**config.mk**
```make
export PLATFORM = sky130hd
export DESIGN_NAME = dcw_dac_ctrl
export DESIGN_NICKNAME = d
export VERILOG_FILES = /design/src/rtl/dcw_pkg.sv /design/src/rtl/dcw_dac_ctrl.sv /design/src/rtl/dcw_skid_buf.sv /design/src/rtl/dcw_wave_shaper.sv
export VERILOG_INCLUDE_DIRS = /design/src /design/src/rtl
export SDC_FILE = /design/constraint.sdc
export NUM_CORES = 1
export LEC_CHECK = 0
export BUFFER_PORTS_ARGS = -buffer_cell sky130_fd_sc_hd__buf_4
export CAP_MARGIN = 20
export CORE_UTILIZATION = 50
export DETAILED_ROUTE_END_ITERATION = 10
export PLACE_DENSITY_LB_ADDON = 0.15
export SYNTH_ARGS = -nofsm -noshare
export SYNTH_HDL_FRONTEND = slang
export SYNTH_SLANG_ARGS = --single-unit
```
**constraint.sdc**
```tcl
create_clock -name i_clk -period 8.2 [get_ports i_clk]
set_clock_uncertainty 0.05 [all_clocks]
set_input_delay 1.23 -clock i_clk [delete_from_list [all_inputs] [get_ports i_clk]]
set_output_delay 1.23 -clock i_clk [all_outputs]
set_load 0.01 [all_outputs]
```
**src/rtl/dcw_cfg.svh**
```systemverilog
// register offsets, field positions, widths and timing counts
// assumes inclusion by bare name from the package and design files
`ifndef DCW_CFG_SVH
`define DCW_CFG_SVH
`define DCW_OFS_GEN_CTRL 32'h3FF48898
`define DCW_OFS_OUT_CTRL 32'h3FF4889C
`define DCW_OFS_CODE 32'h3FF488A0
`define DCW_OFS_STATUS 32'h3FF488A4
`define DCW_CODE_W 8
`define DCW_STEP_W 16
`define DCW_GEN_STEP_LSB 0
`define DCW_GEN_DMA_BIT 16
`define DCW_GEN_SIM_BIT 17
`define DCW_GEN_FSM_BIT 18
`define DCW_GEN_LP_BIT 19
`define DCW_OUT_DC0_LSB 0
`define DCW_OUT_DC1_LSB 8
`define DCW_OUT_SC0_LSB 16
`define DCW_OUT_SC1_LSB 18
`define DCW_OUT_PH0_LSB 20
`define DCW_OUT_PH1_LSB 22
`define DCW_OUT_CW0_BIT 24
`define DCW_OUT_CW1_BIT 25
`define DCW_OUT_PU0_BIT 26
`define DCW_OUT_PU1_BIT 27
`define DCW_CODE_C1_LSB 8
`define DCW_GEN_CLK_HZ 8000000
`define DCW_SYS_CLK_HZ 100000000
`define DCW_GEN_DIV ((`DCW_SYS_CLK_HZ + `DCW_GEN_CLK_HZ - 1) / `DCW_GEN_CLK_HZ)
`endif

```
**src/rtl/dcw_pkg.sv**
```systemverilog
// types shared by the dual dac control design
// assumes dcw_cfg.svh is on the include path
`include "dcw_cfg.svh"
package dcw_pkg;
	typedef struct packed {
		logic [1:0] phase;
		logic [1:0] scale;
		logic [7:0] offset;
	} dcw_wave_cfg_t;
	typedef struct packed {
		logic valid;
		logic [7:0] code;
	} dcw_sample_t;
	typedef enum logic [1:0] {
		DCW_SRC_SW,
		DCW_SRC_CW,
		DCW_SRC_DMA
	} dcw_src_t;
endpackage : dcw_pkg

```
**src/rtl/dcw_dac_ctrl.sv**
```systemverilog
// dual 8-bit dac digital control with cosine generator and dma path
// assumes avalon-mm master on i_clk; audio pins from another domain
// Notes on behaviour
// - two channels with 8-bit codes, each with its own settings.
// - channels update on their own or together on a shared strobe.
// - each code comes from the cosine generator, software or dma.
// - a channel converts only while its power-up bit is set.
// - conversion start comes from software or the adc sequencer.
// - the low-power coprocessor may drive every control itself.
// - a 16-bit step written by software sets generator frequency.
// - the generator advances on a tick every 13 cycles, about 7.7 MHz.
// - a 2-bit scale multiplies amplitude by 1, 1/2, 1/4 or 1/8.
// - an 8-bit offset is added and the sum saturates.
// - a 2-bit phase shifts the wave by 0, 90, 180 or 270 degrees.
// - one dma stream feeds both channels, a byte of each word each.
// - dma select routes audio clock and data to the dac.
// - dma select acts on both channels together.
`timescale 1ns/1ns
`include "dcw_cfg.svh"
module dcw_dac_ctrl (
	input wire logic i_clk,
	input wire logic i_nrst,
	input wire logic i_ce,
	input wire logic [31:0] i_avs_address,
	input wire logic i_avs_read,
	input wire logic i_avs_write,
	input wire logic [31:0] i_avs_writedata,
	input wire logic [3:0] i_avs_byteenable,
	output logic [31:0] o_avs_readdata,
	output logic o_avs_waitrequest,
	input wire logic i_seq_start,
	input wire logic i_lp_en,
	input wire logic [31:0] i_lp_gen_ctrl,
	input wire logic [31:0] i_lp_out_ctrl,
	input wire logic [15:0] i_lp_code,
	input wire logic i_lp_start,
	input wire logic i_aud_clk,
	input wire logic i_aud_data,
	input wire logic i_aud_ws,
	output logic o_dma_ready,
	output logic [7:0] o_ch0_code,
	output logic [7:0] o_ch1_code,
	output logic o_ch0_power_up,
	output logic o_ch1_power_up,
	output logic o_ch0_convert,
	output logic o_ch1_convert,
	output logic o_dac_clk
);
	logic [31:0] gen_ff, nxt_gen, out_ff, nxt_out;
	logic [15:0] code_ff, nxt_code;
	logic start_ff, nxt_start;
	logic ack_ff, nxt_ack;
	logic [31:0] rdata_ff, nxt_rdata;
	logic [31:0] gen_eff, out_eff;
	logic [15:0] code_eff;
	logic [31:0] wmask;
	logic sel_gen, sel_out, sel_code, sel_stat;
	// audio synchronisers, three stages each
	logic [2:0] aclk_s_ff, adat_s_ff, aws_s_ff;
	logic aclk_ff, adat_ff, aws_ff;
	logic ws_edge_ff, nxt_ws_edge;
	logic nxt_aclk, nxt_adat, nxt_aws;
	logic [15:0] shr_ff, nxt_shr;
	logic [4:0] bit_ff, nxt_bit;
	logic word_vld;
	logic buf_rdy, buf_vld;
	logic [15:0] buf_data;
	logic [15:0] dma_ff, nxt_dma;
	logic [15:0] acc_ff, nxt_acc;
	logic [3:0] div_ff, nxt_div;
	logic tick;
	logic [7:0] cw0, cw1;
	dcw_pkg::dcw_wave_cfg_t wcfg0, wcfg1;
	logic [7:0] src0, src1;
	logic [7:0] ch0_ff, ch1_ff, nxt_ch0, nxt_ch1;
	logic cv0_ff, cv1_ff, nxt_cv0, nxt_cv1;
	logic dma_on, sim, go, dma_take;

	// low-power coprocessor takes over every control
	assign gen_eff = i_lp_en ? i_lp_gen_ctrl : gen_ff;
	assign out_eff = i_lp_en ? i_lp_out_ctrl : out_ff;
	assign code_eff = i_lp_en ? i_lp_code : code_ff;
	assign dma_on = gen_eff[`DCW_GEN_DMA_BIT];
	assign sim = gen_eff[`DCW_GEN_SIM_BIT];
	// a powered-down pair stalls the stream, so the buffer keeps words
	assign dma_take = dma_on && (out_eff[`DCW_OUT_PU0_BIT] ||
		out_eff[`DCW_OUT_PU1_BIT]);

	// bus decode and byte lanes
	always_comb begin
		sel_gen = i_avs_address == `DCW_OFS_GEN_CTRL;
		sel_out = i_avs_address == `DCW_OFS_OUT_CTRL;
		sel_code = i_avs_address == `DCW_OFS_CODE;
		sel_stat = i_avs_address == `DCW_OFS_STATUS;
		for (int b = 0; b < 4; b++)
			wmask[b*8 +: 8] = {8{i_avs_byteenable[b]}};
	end

	// register writes; one wait cycle before each answer
	always_comb begin
		nxt_gen = gen_ff;
		nxt_out = out_ff;
		nxt_code = code_ff;
		nxt_start = 1'b0;
		nxt_ack = 1'b0;
		nxt_rdata = rdata_ff;
		if ((i_avs_read || i_avs_write) && !ack_ff) begin
			nxt_ack = 1'b1;
			if (i_avs_write) begin
				if (sel_gen)
					nxt_gen = (gen_ff & ~wmask) | (i_avs_writedata & wmask);
				if (sel_out)
					nxt_out = (out_ff & ~wmask) | (i_avs_writedata & wmask);
				if (sel_code)
					nxt_code = (code_ff & ~wmask[15:0]) |
						(i_avs_writedata[15:0] & wmask[15:0]);
				// writing status word fires a software start
				if (sel_stat && i_avs_byteenable[0])
					nxt_start = i_avs_writedata[0];
			end else begin
				// unmapped reads return zero
				nxt_rdata = 32'h0000_0000;
				if (sel_gen)
					nxt_rdata = gen_ff;
				if (sel_out)
					nxt_rdata = out_ff;
				if (sel_code)
					nxt_rdata = {16'h0000, code_ff};
				if (sel_stat)
					nxt_rdata = {acc_ff, ch1_ff, ch0_ff};
			end
		end
	end
	assign o_avs_waitrequest = (i_avs_read || i_avs_write) && !ack_ff;
	assign o_avs_readdata = rdata_ff;

	// bus registers
	always_ff @(posedge i_clk or negedge i_nrst) begin
		if (!i_nrst) begin
			gen_ff <= 32'h0000_0000;
			out_ff <= 32'h0000_0000;
			code_ff <= 16'h0000;
			start_ff <= 1'b0;
			ack_ff <= 1'b0;
			rdata_ff <= 32'h0000_0000;
		end else if (i_ce) begin
			gen_ff <= nxt_gen;
			out_ff <= nxt_out;
			code_ff <= nxt_code;
			start_ff <= nxt_start;
			ack_ff <= nxt_ack;
			rdata_ff <= nxt_rdata;
		end
	end

	// audio pins pass three flops; change taken when last two agree
	always_comb begin
		nxt_aclk = (aclk_s_ff[1] == aclk_s_ff[2]) ? aclk_s_ff[2] : aclk_ff;
		nxt_adat = (adat_s_ff[1] == adat_s_ff[2]) ? adat_s_ff[2] : adat_ff;
		nxt_aws = (aws_s_ff[1] == aws_s_ff[2]) ? aws_s_ff[2] : aws_ff;
		word_vld = 1'b0;
		nxt_shr = shr_ff;
		nxt_bit = bit_ff;
		nxt_ws_edge = ws_edge_ff;
		// shift audio data on rising audio clock when dma routed
		// word select settles ahead of the clock edge, so it is judged
		// against its value at the previous edge, not the previous cycle
		if (dma_on && nxt_aclk && !aclk_ff) begin
			nxt_ws_edge = nxt_aws;
			if (nxt_aws != ws_edge_ff) begin
				nxt_bit = 5'd1;
				nxt_shr = {15'h0000, nxt_adat};
			end else if (bit_ff < 5'd16) begin
				nxt_shr = {shr_ff[14:0], nxt_adat};
				nxt_bit = 5'(bit_ff + 5'd1);
				word_vld = bit_ff == 5'd15;
			end
		end
	end

	// audio synchroniser and deserialiser registers
	always_ff @(posedge i_clk or negedge i_nrst) begin
		if (!i_nrst) begin
			aclk_s_ff <= 3'h0;
			adat_s_ff <= 3'h0;
			aws_s_ff <= 3'h0;
			aclk_ff <= 1'b0;
			adat_ff <= 1'b0;
			aws_ff <= 1'b0;
			ws_edge_ff <= 1'b0;
			shr_ff <= 16'h0000;
			bit_ff <= 5'd0;
		end else if (i_ce) begin
			aclk_s_ff <= {aclk_s_ff[1:0], i_aud_clk};
			adat_s_ff <= {adat_s_ff[1:0], i_aud_data};
			aws_s_ff <= {aws_s_ff[1:0], i_aud_ws};
			aclk_ff <= nxt_aclk;
			adat_ff <= nxt_adat;
			aws_ff <= nxt_aws;
			ws_edge_ff <= nxt_ws_edge;
			shr_ff <= nxt_shr;
			bit_ff <= nxt_bit;
		end
	end

	// a stalled word waits here; its ready is reported to the dma side
	dcw_skid_buf #(.W(16)) u_buf (
		.i_clk(i_clk),
		.i_nrst(i_nrst),
		.i_en(i_ce),
		.i_valid(word_vld),
		.o_ready(buf_rdy),
		.i_data(nxt_shr),
		.o_valid(buf_vld),
		.i_ready(dma_take),
		.o_data(buf_data)
	);
	assign o_dma_ready = buf_rdy;
	// dac clock follows the audio clock while dma is selected
	assign o_dac_clk = dma_on & aclk_ff;

	// generator tick, accumulator and dma word hold
	always_comb begin
		tick = div_ff == 4'(`DCW_GEN_DIV - 1); // about 8 MHz
		nxt_div = tick ? 4'd0 : 4'(div_ff + 4'd1);
		// phase accumulator steps by software value
		nxt_acc = tick ? 16'(acc_ff + gen_eff[`DCW_GEN_STEP_LSB +: 16]) :
			acc_ff;
		// upper byte to channel 1, lower to channel 0
		nxt_dma = (buf_vld && dma_take) ? buf_data : dma_ff;
	end

	// generator registers
	always_ff @(posedge i_clk or negedge i_nrst) begin
		if (!i_nrst) begin
			div_ff <= 4'd0;
			acc_ff <= 16'h0000;
			dma_ff <= 16'h0000;
		end else if (i_ce) begin
			div_ff <= nxt_div;
			acc_ff <= nxt_acc;
			dma_ff <= nxt_dma;
		end
	end

	// per-channel wave settings
	assign wcfg0 = '{phase: out_eff[`DCW_OUT_PH0_LSB +: 2],
		scale: out_eff[`DCW_OUT_SC0_LSB +: 2],
		offset: out_eff[`DCW_OUT_DC0_LSB +: 8]};
	assign wcfg1 = '{phase: out_eff[`DCW_OUT_PH1_LSB +: 2],
		scale: out_eff[`DCW_OUT_SC1_LSB +: 2],
		offset: out_eff[`DCW_OUT_DC1_LSB +: 8]};

	dcw_wave_shaper u_wave0 (
		.i_clk(i_clk),
		.i_nrst(i_nrst),
		.i_en(i_ce),
		.i_phase(acc_ff),
		.i_cfg(wcfg0),
		.o_code(cw0)
	);
	dcw_wave_shaper u_wave1 (
		.i_clk(i_clk),
		.i_nrst(i_nrst),
		.i_en(i_ce),
		.i_phase(acc_ff),
		.i_cfg(wcfg1),
		.o_code(cw1)
	);

	// source choice and conversion gating
	always_comb begin
		// dma overrides both channels at once
		if (dma_on) begin
			src0 = dma_ff[7:0];
			src1 = dma_ff[15:8];
		end else begin
			src0 = out_eff[`DCW_OUT_CW0_BIT] ? cw0 : code_eff[7:0];
			src1 = out_eff[`DCW_OUT_CW1_BIT] ? cw1 :
				code_eff[`DCW_CODE_C1_LSB +: 8];
		end
		// start source: sequencer, coprocessor or software
		if (dma_on)
			go = 1'b1;
		else if (i_lp_en)
			go = i_lp_start;
		else if (gen_eff[`DCW_GEN_FSM_BIT])
			go = i_seq_start;
		else
			go = start_ff;
		nxt_ch0 = ch0_ff;
		nxt_ch1 = ch1_ff;
		nxt_cv0 = 1'b0;
		nxt_cv1 = 1'b0;
		// powered-down channel holds and never converts
		// simultaneous mode waits for a start; else each runs freely
		if (out_eff[`DCW_OUT_PU0_BIT] && (!sim || go)) begin
			nxt_ch0 = src0;
			nxt_cv0 = 1'b1;
		end
		if (out_eff[`DCW_OUT_PU1_BIT] && (!sim || go)) begin
			nxt_ch1 = src1;
			nxt_cv1 = 1'b1;
		end
	end

	// channel output registers
	always_ff @(posedge i_clk or negedge i_nrst) begin
		if (!i_nrst) begin
			ch0_ff <= 8'h00;
			ch1_ff <= 8'h00;
			cv0_ff <= 1'b0;
			cv1_ff <= 1'b0;
		end else if (i_ce) begin
			ch0_ff <= nxt_ch0;
			ch1_ff <= nxt_ch1;
			cv0_ff <= nxt_cv0;
			cv1_ff <= nxt_cv1;
		end
	end
	assign o_ch0_code = ch0_ff;
	assign o_ch1_code = ch1_ff;
	assign o_ch0_convert = cv0_ff;
	assign o_ch1_convert = cv1_ff;
	assign o_ch0_power_up = out_eff[`DCW_OUT_PU0_BIT];
	assign o_ch1_power_up = out_eff[`DCW_OUT_PU1_BIT];
endmodule : dcw_dac_ctrl

```
**src/rtl/dcw_skid_buf.sv**
```systemverilog
// two-entry buffer with valid/ready on both sides
// assumes one clock; pop and push may happen in one cycle
`timescale 1ns/1ns
module dcw_skid_buf #(
	parameter int W = 16
) (
	input wire logic i_clk,
	input wire logic i_nrst,
	input wire logic i_en,
	input wire logic i_valid,
	output logic o_ready,
	input wire logic [W-1:0] i_data,
	output logic o_valid,
	input wire logic i_ready,
	output logic [W-1:0] o_data
);
	logic [W-1:0] mem_ff [0:1];
	logic [W-1:0] nxt_mem [0:1];
	logic [1:0] cnt_ff;
	logic [1:0] nxt_cnt;
	logic push;
	logic pop;

	assign o_ready = i_en && (cnt_ff != 2'd2);
	assign o_valid = cnt_ff != 2'd0;
	assign o_data = mem_ff[0];

	// shift-out storage, entry 0 is the head
	always_comb begin
		push = i_valid && o_ready;
		pop = o_valid && i_ready && i_en;
		nxt_mem[0] = mem_ff[0];
		nxt_mem[1] = mem_ff[1];
		nxt_cnt = cnt_ff;
		if (pop) begin
			nxt_mem[0] = mem_ff[1];
		end
		if (push) begin
			nxt_mem[2'(cnt_ff - 2'(pop)) == 2'd0 ? 0 : 1] = i_data;
		end
		nxt_cnt = 2'(cnt_ff + 2'(push) - 2'(pop));
	end

	// registers
	always_ff @(posedge i_clk or negedge i_nrst) begin
		if (!i_nrst) begin
			mem_ff[0] <= '0;
			mem_ff[1] <= '0;
			cnt_ff <= 2'd0;
		end else begin
			mem_ff[0] <= nxt_mem[0];
			mem_ff[1] <= nxt_mem[1];
			cnt_ff <= nxt_cnt;
		end
	end
endmodule : dcw_skid_buf

```
**src/rtl/dcw_wave_shaper.sv**
```systemverilog
// one channel: phase, scale and saturating offset of the cosine wave
// assumes a 16-bit accumulator phase from the parent, same clock
`timescale 1ns/1ns
module dcw_wave_shaper (
	input wire logic i_clk,
	input wire logic i_nrst,
	input wire logic i_en,
	input wire logic [15:0] i_phase,
	input wire dcw_pkg::dcw_wave_cfg_t i_cfg,
	output logic [7:0] o_code
);
	logic [7:0] code_ff;
	logic [7:0] nxt_code;
	logic [15:0] ph;
	logic [5:0] idx;
	logic [6:0] mag;
	logic signed [8:0] wave;
	logic signed [8:0] scaled;
	logic signed [9:0] sum;

	// quarter-wave table, 16 steps of 127*cos; coarse to save area
	function automatic logic [6:0] qcos(input logic [5:0] k);
		case (k[5:2])
			4'h0: qcos = 7'h7F;
			4'h1: qcos = 7'h7E;
			4'h2: qcos = 7'h7D;
			4'h3: qcos = 7'h7A;
			4'h4: qcos = 7'h75;
			4'h5: qcos = 7'h70;
			4'h6: qcos = 7'h6A;
			4'h7: qcos = 7'h62;
			4'h8: qcos = 7'h5A;
			4'h9: qcos = 7'h51;
			4'hA: qcos = 7'h47;
			4'hB: qcos = 7'h3C;
			4'hC: qcos = 7'h31;
			4'hD: qcos = 7'h25;
			4'hE: qcos = 7'h19;
			default: qcos = 7'h0C;
		endcase
	endfunction : qcos

	// phase select adds quarter turns: cos or sine outputs
	always_comb begin
		ph = i_phase + {i_cfg.phase, 14'h0000};
		// odd quadrants read the table backwards at 64 - p, so an exact
		// quarter turn lands on zero instead of the last table step
		if (ph[14]) begin
			idx = 6'(~ph[13:8] + 6'h01);
			mag = (ph[13:8] == 6'h00) ? 7'h00 : qcos(idx);
		end else begin
			idx = ph[13:8];
			mag = qcos(idx);
		end
		wave = (ph[15] ^ ph[14]) ? -$signed({2'b00, mag}) :
			$signed({2'b00, mag});
		scaled = wave >>> i_cfg.scale; // x1, 1/2, 1/4, 1/8
		sum = 10'(scaled) + $signed({2'b00, i_cfg.offset});
		// clamp instead of wrap
		if (sum < 0)
			nxt_code = 8'h00;
		else if (sum > 10'sd255)
			nxt_code = 8'hFF;
		else
			nxt_code = sum[7:0];
	end

	// output register
	always_ff @(posedge i_clk or negedge i_nrst) begin
		if (!i_nrst)
			code_ff <= 8'h00;
		else if (i_en)
			code_ff <= nxt_code;
	end
	assign o_code = code_ff;
endmodule : dcw_wave_shaper

```
After elaboration in Yosys (flattened, before gate mapping)

Memory sizes are Yosys's and may differ from the RTL's.
Cells that the tools add are included.

Register bits after elaboration: 252
Bits in read-only memories: 448
Input port bits: 159
Output and inout port bits: 55
Memories: 4

$add $sub $neg: 14
$lt $le $gt $ge: 7
Eq/ne operators: 11
Shifts and indexed selects: 2
Multiplexer cells: 48
Bitwise logic cells: 17
Reduce and logical (&&, ||, !) cells: 33

Memories:

| memory           | words | bits a word | rd ports | clocked after Yosys merged registers in | write ports | line                  | source |
|---|---|---|---|---|---|---|---|
| (name not given) | 16    | 7           | 1        | 0                                       | 0           | dcw_wave_shaper.sv:23 | `case (k[5:2])` |
| (name not given) | 16    | 7           | 1        | 0                                       | 0           | dcw_wave_shaper.sv:23 |  |
| (name not given) | 16    | 7           | 1        | 0                                       | 0           | dcw_wave_shaper.sv:23 |  |
| (name not given) | 16    | 7           | 1        | 0                                       | 0           | dcw_wave_shaper.sv:23 |  |

Operators with widths:

| kind                 | count |
|---|---|
| $mux 32              | 5 |
| $eq 32x30->1 const B | 4 |
| $and 32x32->32       | 3 |
| $mux 16              | 6 |
| $mux 8               | 8 |
| $not 32->32          | 2 |
| $or 32x32->32        | 2 |
| $add 16x16->16       | 3 |
| $and 16x16->16       | 2 |
| $bwmux 32            | 1 |
| $ge 32x2->1 const B  | 1 |
| $lt 32x1->1 const B  | 1 |
| $mux 28              | 1 |
| $mux 7               | 4 |
| $add 9x9->10         | 2 |
| $gt 10x9->1 const B  | 2 |
| $lt 10x1->1 const B  | 2 |
| $mux 19              | 1 |
| $mux 9               | 2 |
| $neg 7->9            | 2 |
| $sshr 9x2->9         | 2 |
| $demux 16 s1         | 1 |
| $mux 1               | 16 |
| $not 16->16          | 1 |
| other kinds (27)     | 58 |

Depth between registers and ports, before layout

Depth in word-level cells: 15
Mapped depth: 27
Mapped depth without buffers: 26

Cells and area by module

Synthesis repeated with hierarchy kept, for this count alone.

Cells, all modules: 1590
Area total of the unflattened synthesis: 16512.1 sq um

By module, submodules not included:

| module          | times used | cells each | area an instance (sq um) | seq. area each (sq um) |
|---|---|---|---|---|
| dcw_dac_ctrl    | 1          | 960        | 10716.5                  | 5054.8 |
| dcw_wave_shaper | 2          | 257        | 2065.7                   | 200.2 |
| dcw_skid_buf    | 1          | 116        | 1664.1                   | 850.8 |

Worst setup path after synthesis

No wires, ideal clock.

Path kind: input port to flip-flop
From: input i_lp_en
To: register u_wave1.code_ff[7], in the netlist u_wave1.o_code[7]
Arrival: 6.993 ns
Setup slack: 1.080 ns
Stages on the path: 26
Path through: buf_2 -> buf_1 -> clkbuf_1 -> clkbuf_1 -> mux2_2 -> ha_1 -> clkbuf_1 -> nand2_1 -> a211oi_1 -> nor2_1 -> ha_1 -> o2111ai_1 -> nor2b_1 -> xnor2_1 -> mux2_2 -> mux2_2 -> fa_1 -> a21o_1 -> a21o_1 -> a21o_1 -> a21oi_1 -> o21bai_1 -> a21oi_1 -> xor2_1 -> o21ai_0 -> o21ai_1

Cells in the longest elaborated chain, start to end: 10
Elaborated cells between the ends (all ways): 12
Those cells by class: add/sub: 3; order compare: 2; shift: 1; mux: 5; bitwise: 1

Ends and longest elaborated chain:

| what                 | line                  | source |
|---|---|---|
| from (decl)          | dcw_dac_ctrl.sv:32    | `input wire logic i_lp_en,` |
| $mux 28 (*)          | dcw_dac_ctrl.sv:81    | `assign out_eff = i_lp_en ? i_lp_out_ctrl : out_ff;` |
| $add 16x16->16       | dcw_wave_shaper.sv:45 | `ph = i_phase + {i_cfg.phase, 14'h0000};` |
| $mux 7               | dcw_wave_shaper.sv:48 | `if (ph[14]) begin` |
| $neg 7->9            | dcw_wave_shaper.sv:55 | `wave = (ph[15] ^ ph[14]) ? -$signed({2'b00, mag}) :` |
| $mux 9               | dcw_wave_shaper.sv:55 |  |
| $sshr 9x2->9         | dcw_wave_shaper.sv:57 | `scaled = wave >>> i_cfg.scale;` |
| $add 9x9->10 (*)     | dcw_wave_shaper.sv:58 | `sum = 10'(scaled) + $signed({2'b00, i_cfg.offset});` |
| $gt 10x9->1          | dcw_wave_shaper.sv:62 | `else if (sum > 10'sd255)` |
| $mux 8               | dcw_wave_shaper.sv:62 |  |
| $mux 8 (*)           | dcw_wave_shaper.sv:60 | `if (sum < 0)` |
| to (signal assigned) | dcw_wave_shaper.sv:73 | `code_ff <= nxt_code;` |
| to (decl)            | dcw_wave_shaper.sv:12 | `logic [7:0] code_ff;` |

Every way passes the cells marked *; elsewhere a longest branch is shown, timed or not.
A chain may end at the register's enable or synchronous reset.

Worst setup path in the final report

From: register acc_ff[11]
To: register u_wave1.code_ff[1], in the netlist u_wave1.o_code[1]

Cells in the longest elaborated chain, start to end: 13
Elaborated cells between the ends (all ways): 17
Those cells by class: add/sub: 4; order compare: 2; shift: 1; mux: 5; bitwise: 2; reduce/logical: 1; memory: 2

Ends and longest elaborated chain:

| what                   | line                  | source |
|---|---|---|
| from (decl)            | dcw_dac_ctrl.sv:69    | `logic [15:0] acc_ff, nxt_acc;` |
| from (signal assigned) | dcw_dac_ctrl.sv:241   | `acc_ff <= nxt_acc;` |
| $add 16x16->16 (*)     | dcw_wave_shaper.sv:45 |  |
| $not 6->6              | dcw_wave_shaper.sv:49 | `idx = 6'(~ph[13:8] + 6'h01);` |
| $add 6x1->6            | dcw_wave_shaper.sv:49 |  |
| $mem_v2 16x7           | --                    |  |
| $mux 7                 | dcw_wave_shaper.sv:50 | `mag = (ph[13:8] == 6'h00) ? 7'h00 : qcos(idx);` |
| $mux 7                 | dcw_wave_shaper.sv:48 |  |
| $neg 7->9              | dcw_wave_shaper.sv:55 |  |
| $mux 9 (*)             | dcw_wave_shaper.sv:55 |  |
| $sshr 9x2->9 (*)       | dcw_wave_shaper.sv:57 |  |
| $add 9x9->10 (*)       | dcw_wave_shaper.sv:58 |  |
| $gt 10x9->1            | dcw_wave_shaper.sv:62 |  |
| $mux 8                 | dcw_wave_shaper.sv:62 |  |
| $mux 8 (*)             | dcw_wave_shaper.sv:60 |  |

Marks and branches as above.

==> key figures <==
Setup path
  • CP delay by family, top: compound AO/OA/AOI/OAI gates
  • Worst Setup SP: acc_ff[11]$_DFFE_PN0P_
  • Worst path bufs/invs: 1
  • Critical path startpoint category: flop
  • Critical path capture point type: flop
  • Worst Path Max Fanout: 18
  • Worst Path Required: 8630 ps
  • Slowest cell on the critical path: dfrtp_1
  • Critical path class: flop to flop
  • R2r setup slk: 1440 ps
  • Worst EP arrival: 7190 ps
  • RR Endpoint: u_wave1.o_code[1]$_DFFE_PN0P_
  • CP max stage delay: 580 ps
  • R2r startpoint: acc_ff[11]$_DFFE_PN0P_
  • Worst R2R Path Depth: 23
  • Critical path, cell by cell: inv_1, ha_1, or3b_1, xnor2_2, a211oi_1, a41oi_1, a21oi_1, ha_1, o2111ai_1, nor2b_1, xnor2_1, mux2_2, mux2_2, fa_1, a21o_1, a21o_1, a21o_1, a21oi_1, o21bai_1, a21oi_1, xor2_1, o21ai_0, o21ai_0

Floorplan
  • Initial core utilization: 51.15%
  • Die Span Y: 176.6 µm
  • Die area: 0.03119 mm²
  • Num ports: 214
  • Cell Rows: 63
  • Core area: 0.02980 mm²
  • Die X: 176.6 µm

STA
  • Setup_tns: 0 ps
  • Final number of hold-violating endpoints: 0
  • Worst rel slew slack: 33.25%
  • Highest clock rate: 147.9 MHz
  • Tcrit/Tclk final: 82.43%
  • RSZ-0062 raised after global routing: false
  • Least-Margin Pin Slew: 1001 ps
  • Final setup viols: 0
  • Count of pins over their slew limit: 0
  • Final setup margin: 1441 ps
  • Period minus WS final: 6759 ps

Clocking
  • Post-CTS Setup Repair Bufs: 0
  • Clk Latency, worst-skew pair: 570 ps
  • CTS Buf Count: 29
  • Post-CTS Hold Fix Bufs: 0
  • Post_cts resized: 0
  • H-tree Lvls: 1
  • Clk pin slew, worst setup/hold paths: 60 ps
  • Root buf cell: clkbuf_16
  • Longest Clk Path Bufs: 3
  • TritonCTS clock tree: built
  • CTS sink count: 252

Power
  • LEAKAGE: 8.466 nW
  • Net Sw Frac: 42.07%
  • Power Dens Cells: 354.6 mW/mm²
  • NetSw: 2.697 mW
  • Int Power: 3.713 mW
  • Combinational share of power: 52.5%
  • Clock power share: 21.5%
  • Sequential share of power: 25.9%
  • Max rail drop VDD: 194.6 µV

GRT
  • First-pass GRT wire length: 66.12 mm
  • Largest net degree at the start of global routing: 180
  • Initial antenna violation count: 1
  • GRT Overall Usage: 27.16%
  • Gr ovfl total: 0
  • Number of global-route vias before repair: 11990

Job
  • Max cap viols: 0

Drt
  • DR iter-0 viols: 870
  • Wirelength per Cell: 20.20 µm
  • DR DRC count: 0
  • Detail Route Antenna Nets: 0
  • Wirelength, routed: 42.16 mm
  • Vias/cell: 5.831
  • Via Count: 12170
  • DRT Pass-1 Iters: 5

Run status
  • Status: finished clean

Placed design
  • Cell count after placement: 2033
  • IO buf count: 195
  • Post-Place Setup Slack: 1292 ps
  • Placer Congestion: 0.9064
  • Placed Instance Area: 0.01701 mm²
  • Final HPWL DP: 30.59 mm

Hold path
  • Hold WC Path Type: flop to flop
  • Hold path cells: 1
  • Hold_sp: bit_ff[3]$_DFFE_PN0P_
  • Hold EP: bit_ff[3]$_DFFE_PN0P_

Yosys
  • Cell variety after synth: 84
  • Yosys reg bits: 252
  • Synthesized instance count: 1517
  • Sequential fraction of the synthesis area: 41.37%
  • Net count after synthesis: 1729
  • Ranking of synthesized cells by area: dfrtp_1 (41%), mux2_2 (14%), mux2i_1 (5.3%)
  • Number of synthesized flops with an enable pin: 0
  • Mean Syn Cell Area: 10.05 µm²
  • Synth async-reset ratio: 100.0%
  • Post-Syn Area: 0.01524 mm²
  • Leading area contributor after synthesis: dfrtp_1
  • Post-synth top area share: 41.37%
  • Most common flop cell mapped by yosys: dfrtp_1
  • Ys Warns: 0

Layout
  • Non-filler cells, final: 2087
  • Most frequent cells in the layout: dfrtp_1 (252), buf_4 (208), mux2_2 (183)
  • Commonest non-fill, non-tap cell in the layout: dfrtp_1
  • Area of the multi-input gates: 0.008458 mm²
  • Layout cells sized above 1: 27.95%
  • Finished Cell Area: 0.01807 mm²
  • Final net count: 1888
  • Sequential cell area: 0.006306 mm²
  • Area Overhead vs Synth: 18.58%
  • Fillers: 2585
## worst reg2reg max path, stage by stage (launching register included)
cell and delay [ps]:
dfrtp_1 580, inv_1 340, ha_1 440, or3b_1 520, xnor2_2 250, a211oi_1 270, a41oi_1 120, a21oi_1 400
ha_1 260, o2111ai_1 210, nor2b_1 220, xnor2_1 200, mux2_2 300, mux2_2 290, fa_1 430, a21o_1 190
a21o_1 200, a21o_1 180, a21oi_1 240, o21bai_1 120, a21oi_1 180, xor2_1 400, o21ai_0 170, o21ai_0 120
## kinds of logic (layout without fill, tap and decap cells)
logic type,after synthesis,in the layout,share of synthesized area [%]
xor gates and xnor gates,49,49,2.914
buffers and inverters,127,306,3.226
other,0,1,0
AOI/OAI and AO/OA,400,400,17.30
adders and majority gates,55,55,4.630
muxes,264,264,18.84
DFF,252,252,41.37
and+or+nand+nor,370,370,11.72
## per-stage QoR
step           hold slack [ps]  total power [mW]  util, %
3_5_place_dp             413.2             4.989    57.09
6_report                 420.8             6.409    60.66
3_3_place_gp             412.7             4.927    57.09
2_1_floorplan            388.4             4.117        -
4_1_cts                  423.2             6.400    60.51
5_1_grt                  443.3             6.864    60.66
## final cells by class
| type | instances | share of cell area, % |
|---|---|---|
| antenna | 1 | 0.01385 |
| clock buffer | 39 | 4.611 |
| clock inverter | 12 | 1.025 |
| inverter | 43 | 0.8930 |
| multi-input combinational | 1138 | 46.80 |
| sequential | 252 | 34.89 |
| tap | 390 | 2.700 |
| timing repair buffer | 212 | 9.069 |
## per-layer routing
metal / vias to the layer above / share of wire, % / GRT usage (%)
met5: - / 0 / 0
met4: 0 / 3.5 / 8.980
li1: 5842 / - / -
met1: 5905 / 45 / 37.58
met2: 350 / 46 / 43.64
met3: 73 / 5.6 / 3.898
## cells in the mapped netlist, types with 6 or more instances
library cell / count
and2_1: 10
nor2b_1: 32
a31oi_1: 8
a211oi_1: 46
o21ai_0: 82
buf_1: 14
mux2_2: 183
nand2_1: 124
xnor2_1: 28
o21a_1: 20
xor2_1: 19
o31ai_1: 7
inv_1: 43
a21oi_1: 112
mux2i_1: 81
and3_1: 10
nand3_1: 18
nand2b_1: 15
nor3_1: 13
o21bai_1: 6
dfrtp_1: 252
o21ai_1: 18
buf_2: 6
clkbuf_1: 63
ha_1: 50
nor2_1: 106
o221ai_1: 15
a22o_1: 13
nand4_1: 7
a21o_1: 15
## power groups by stage
stage,clock network (mW),logic (mW),registers (mW)
3_3_place_gp,0,3.25,1.67
3_5_place_dp,0,3.31,1.68
5_1_grt,1.45,3.72,1.69
2_1_floorplan,0,2.48,1.64
6_report,1.38,3.37,1.66
4_1_cts,1.41,3.33,1.66
## how the worst max path moves through the flow
stage,cells after the start,slack [ps],end
floorplan,26,1080,u_wave1.o_code[7]$_DFFE_PN0P_
global placement,22,1390,u_wave1.o_code[4]$_DFFE_PN0P_
detailed placement,22,1290,u_wave1.o_code[1]$_DFFE_PN0P_
CTS,23,1480,u_wave1.o_code[1]$_DFFE_PN0P_
global route,23,820,u_wave1.o_code[5]$_DFFE_PN0P_
finish,23,1440,u_wave1.o_code[1]$_DFFE_PN0P_
Note: power is estimated with default switching activity, not from simulation.
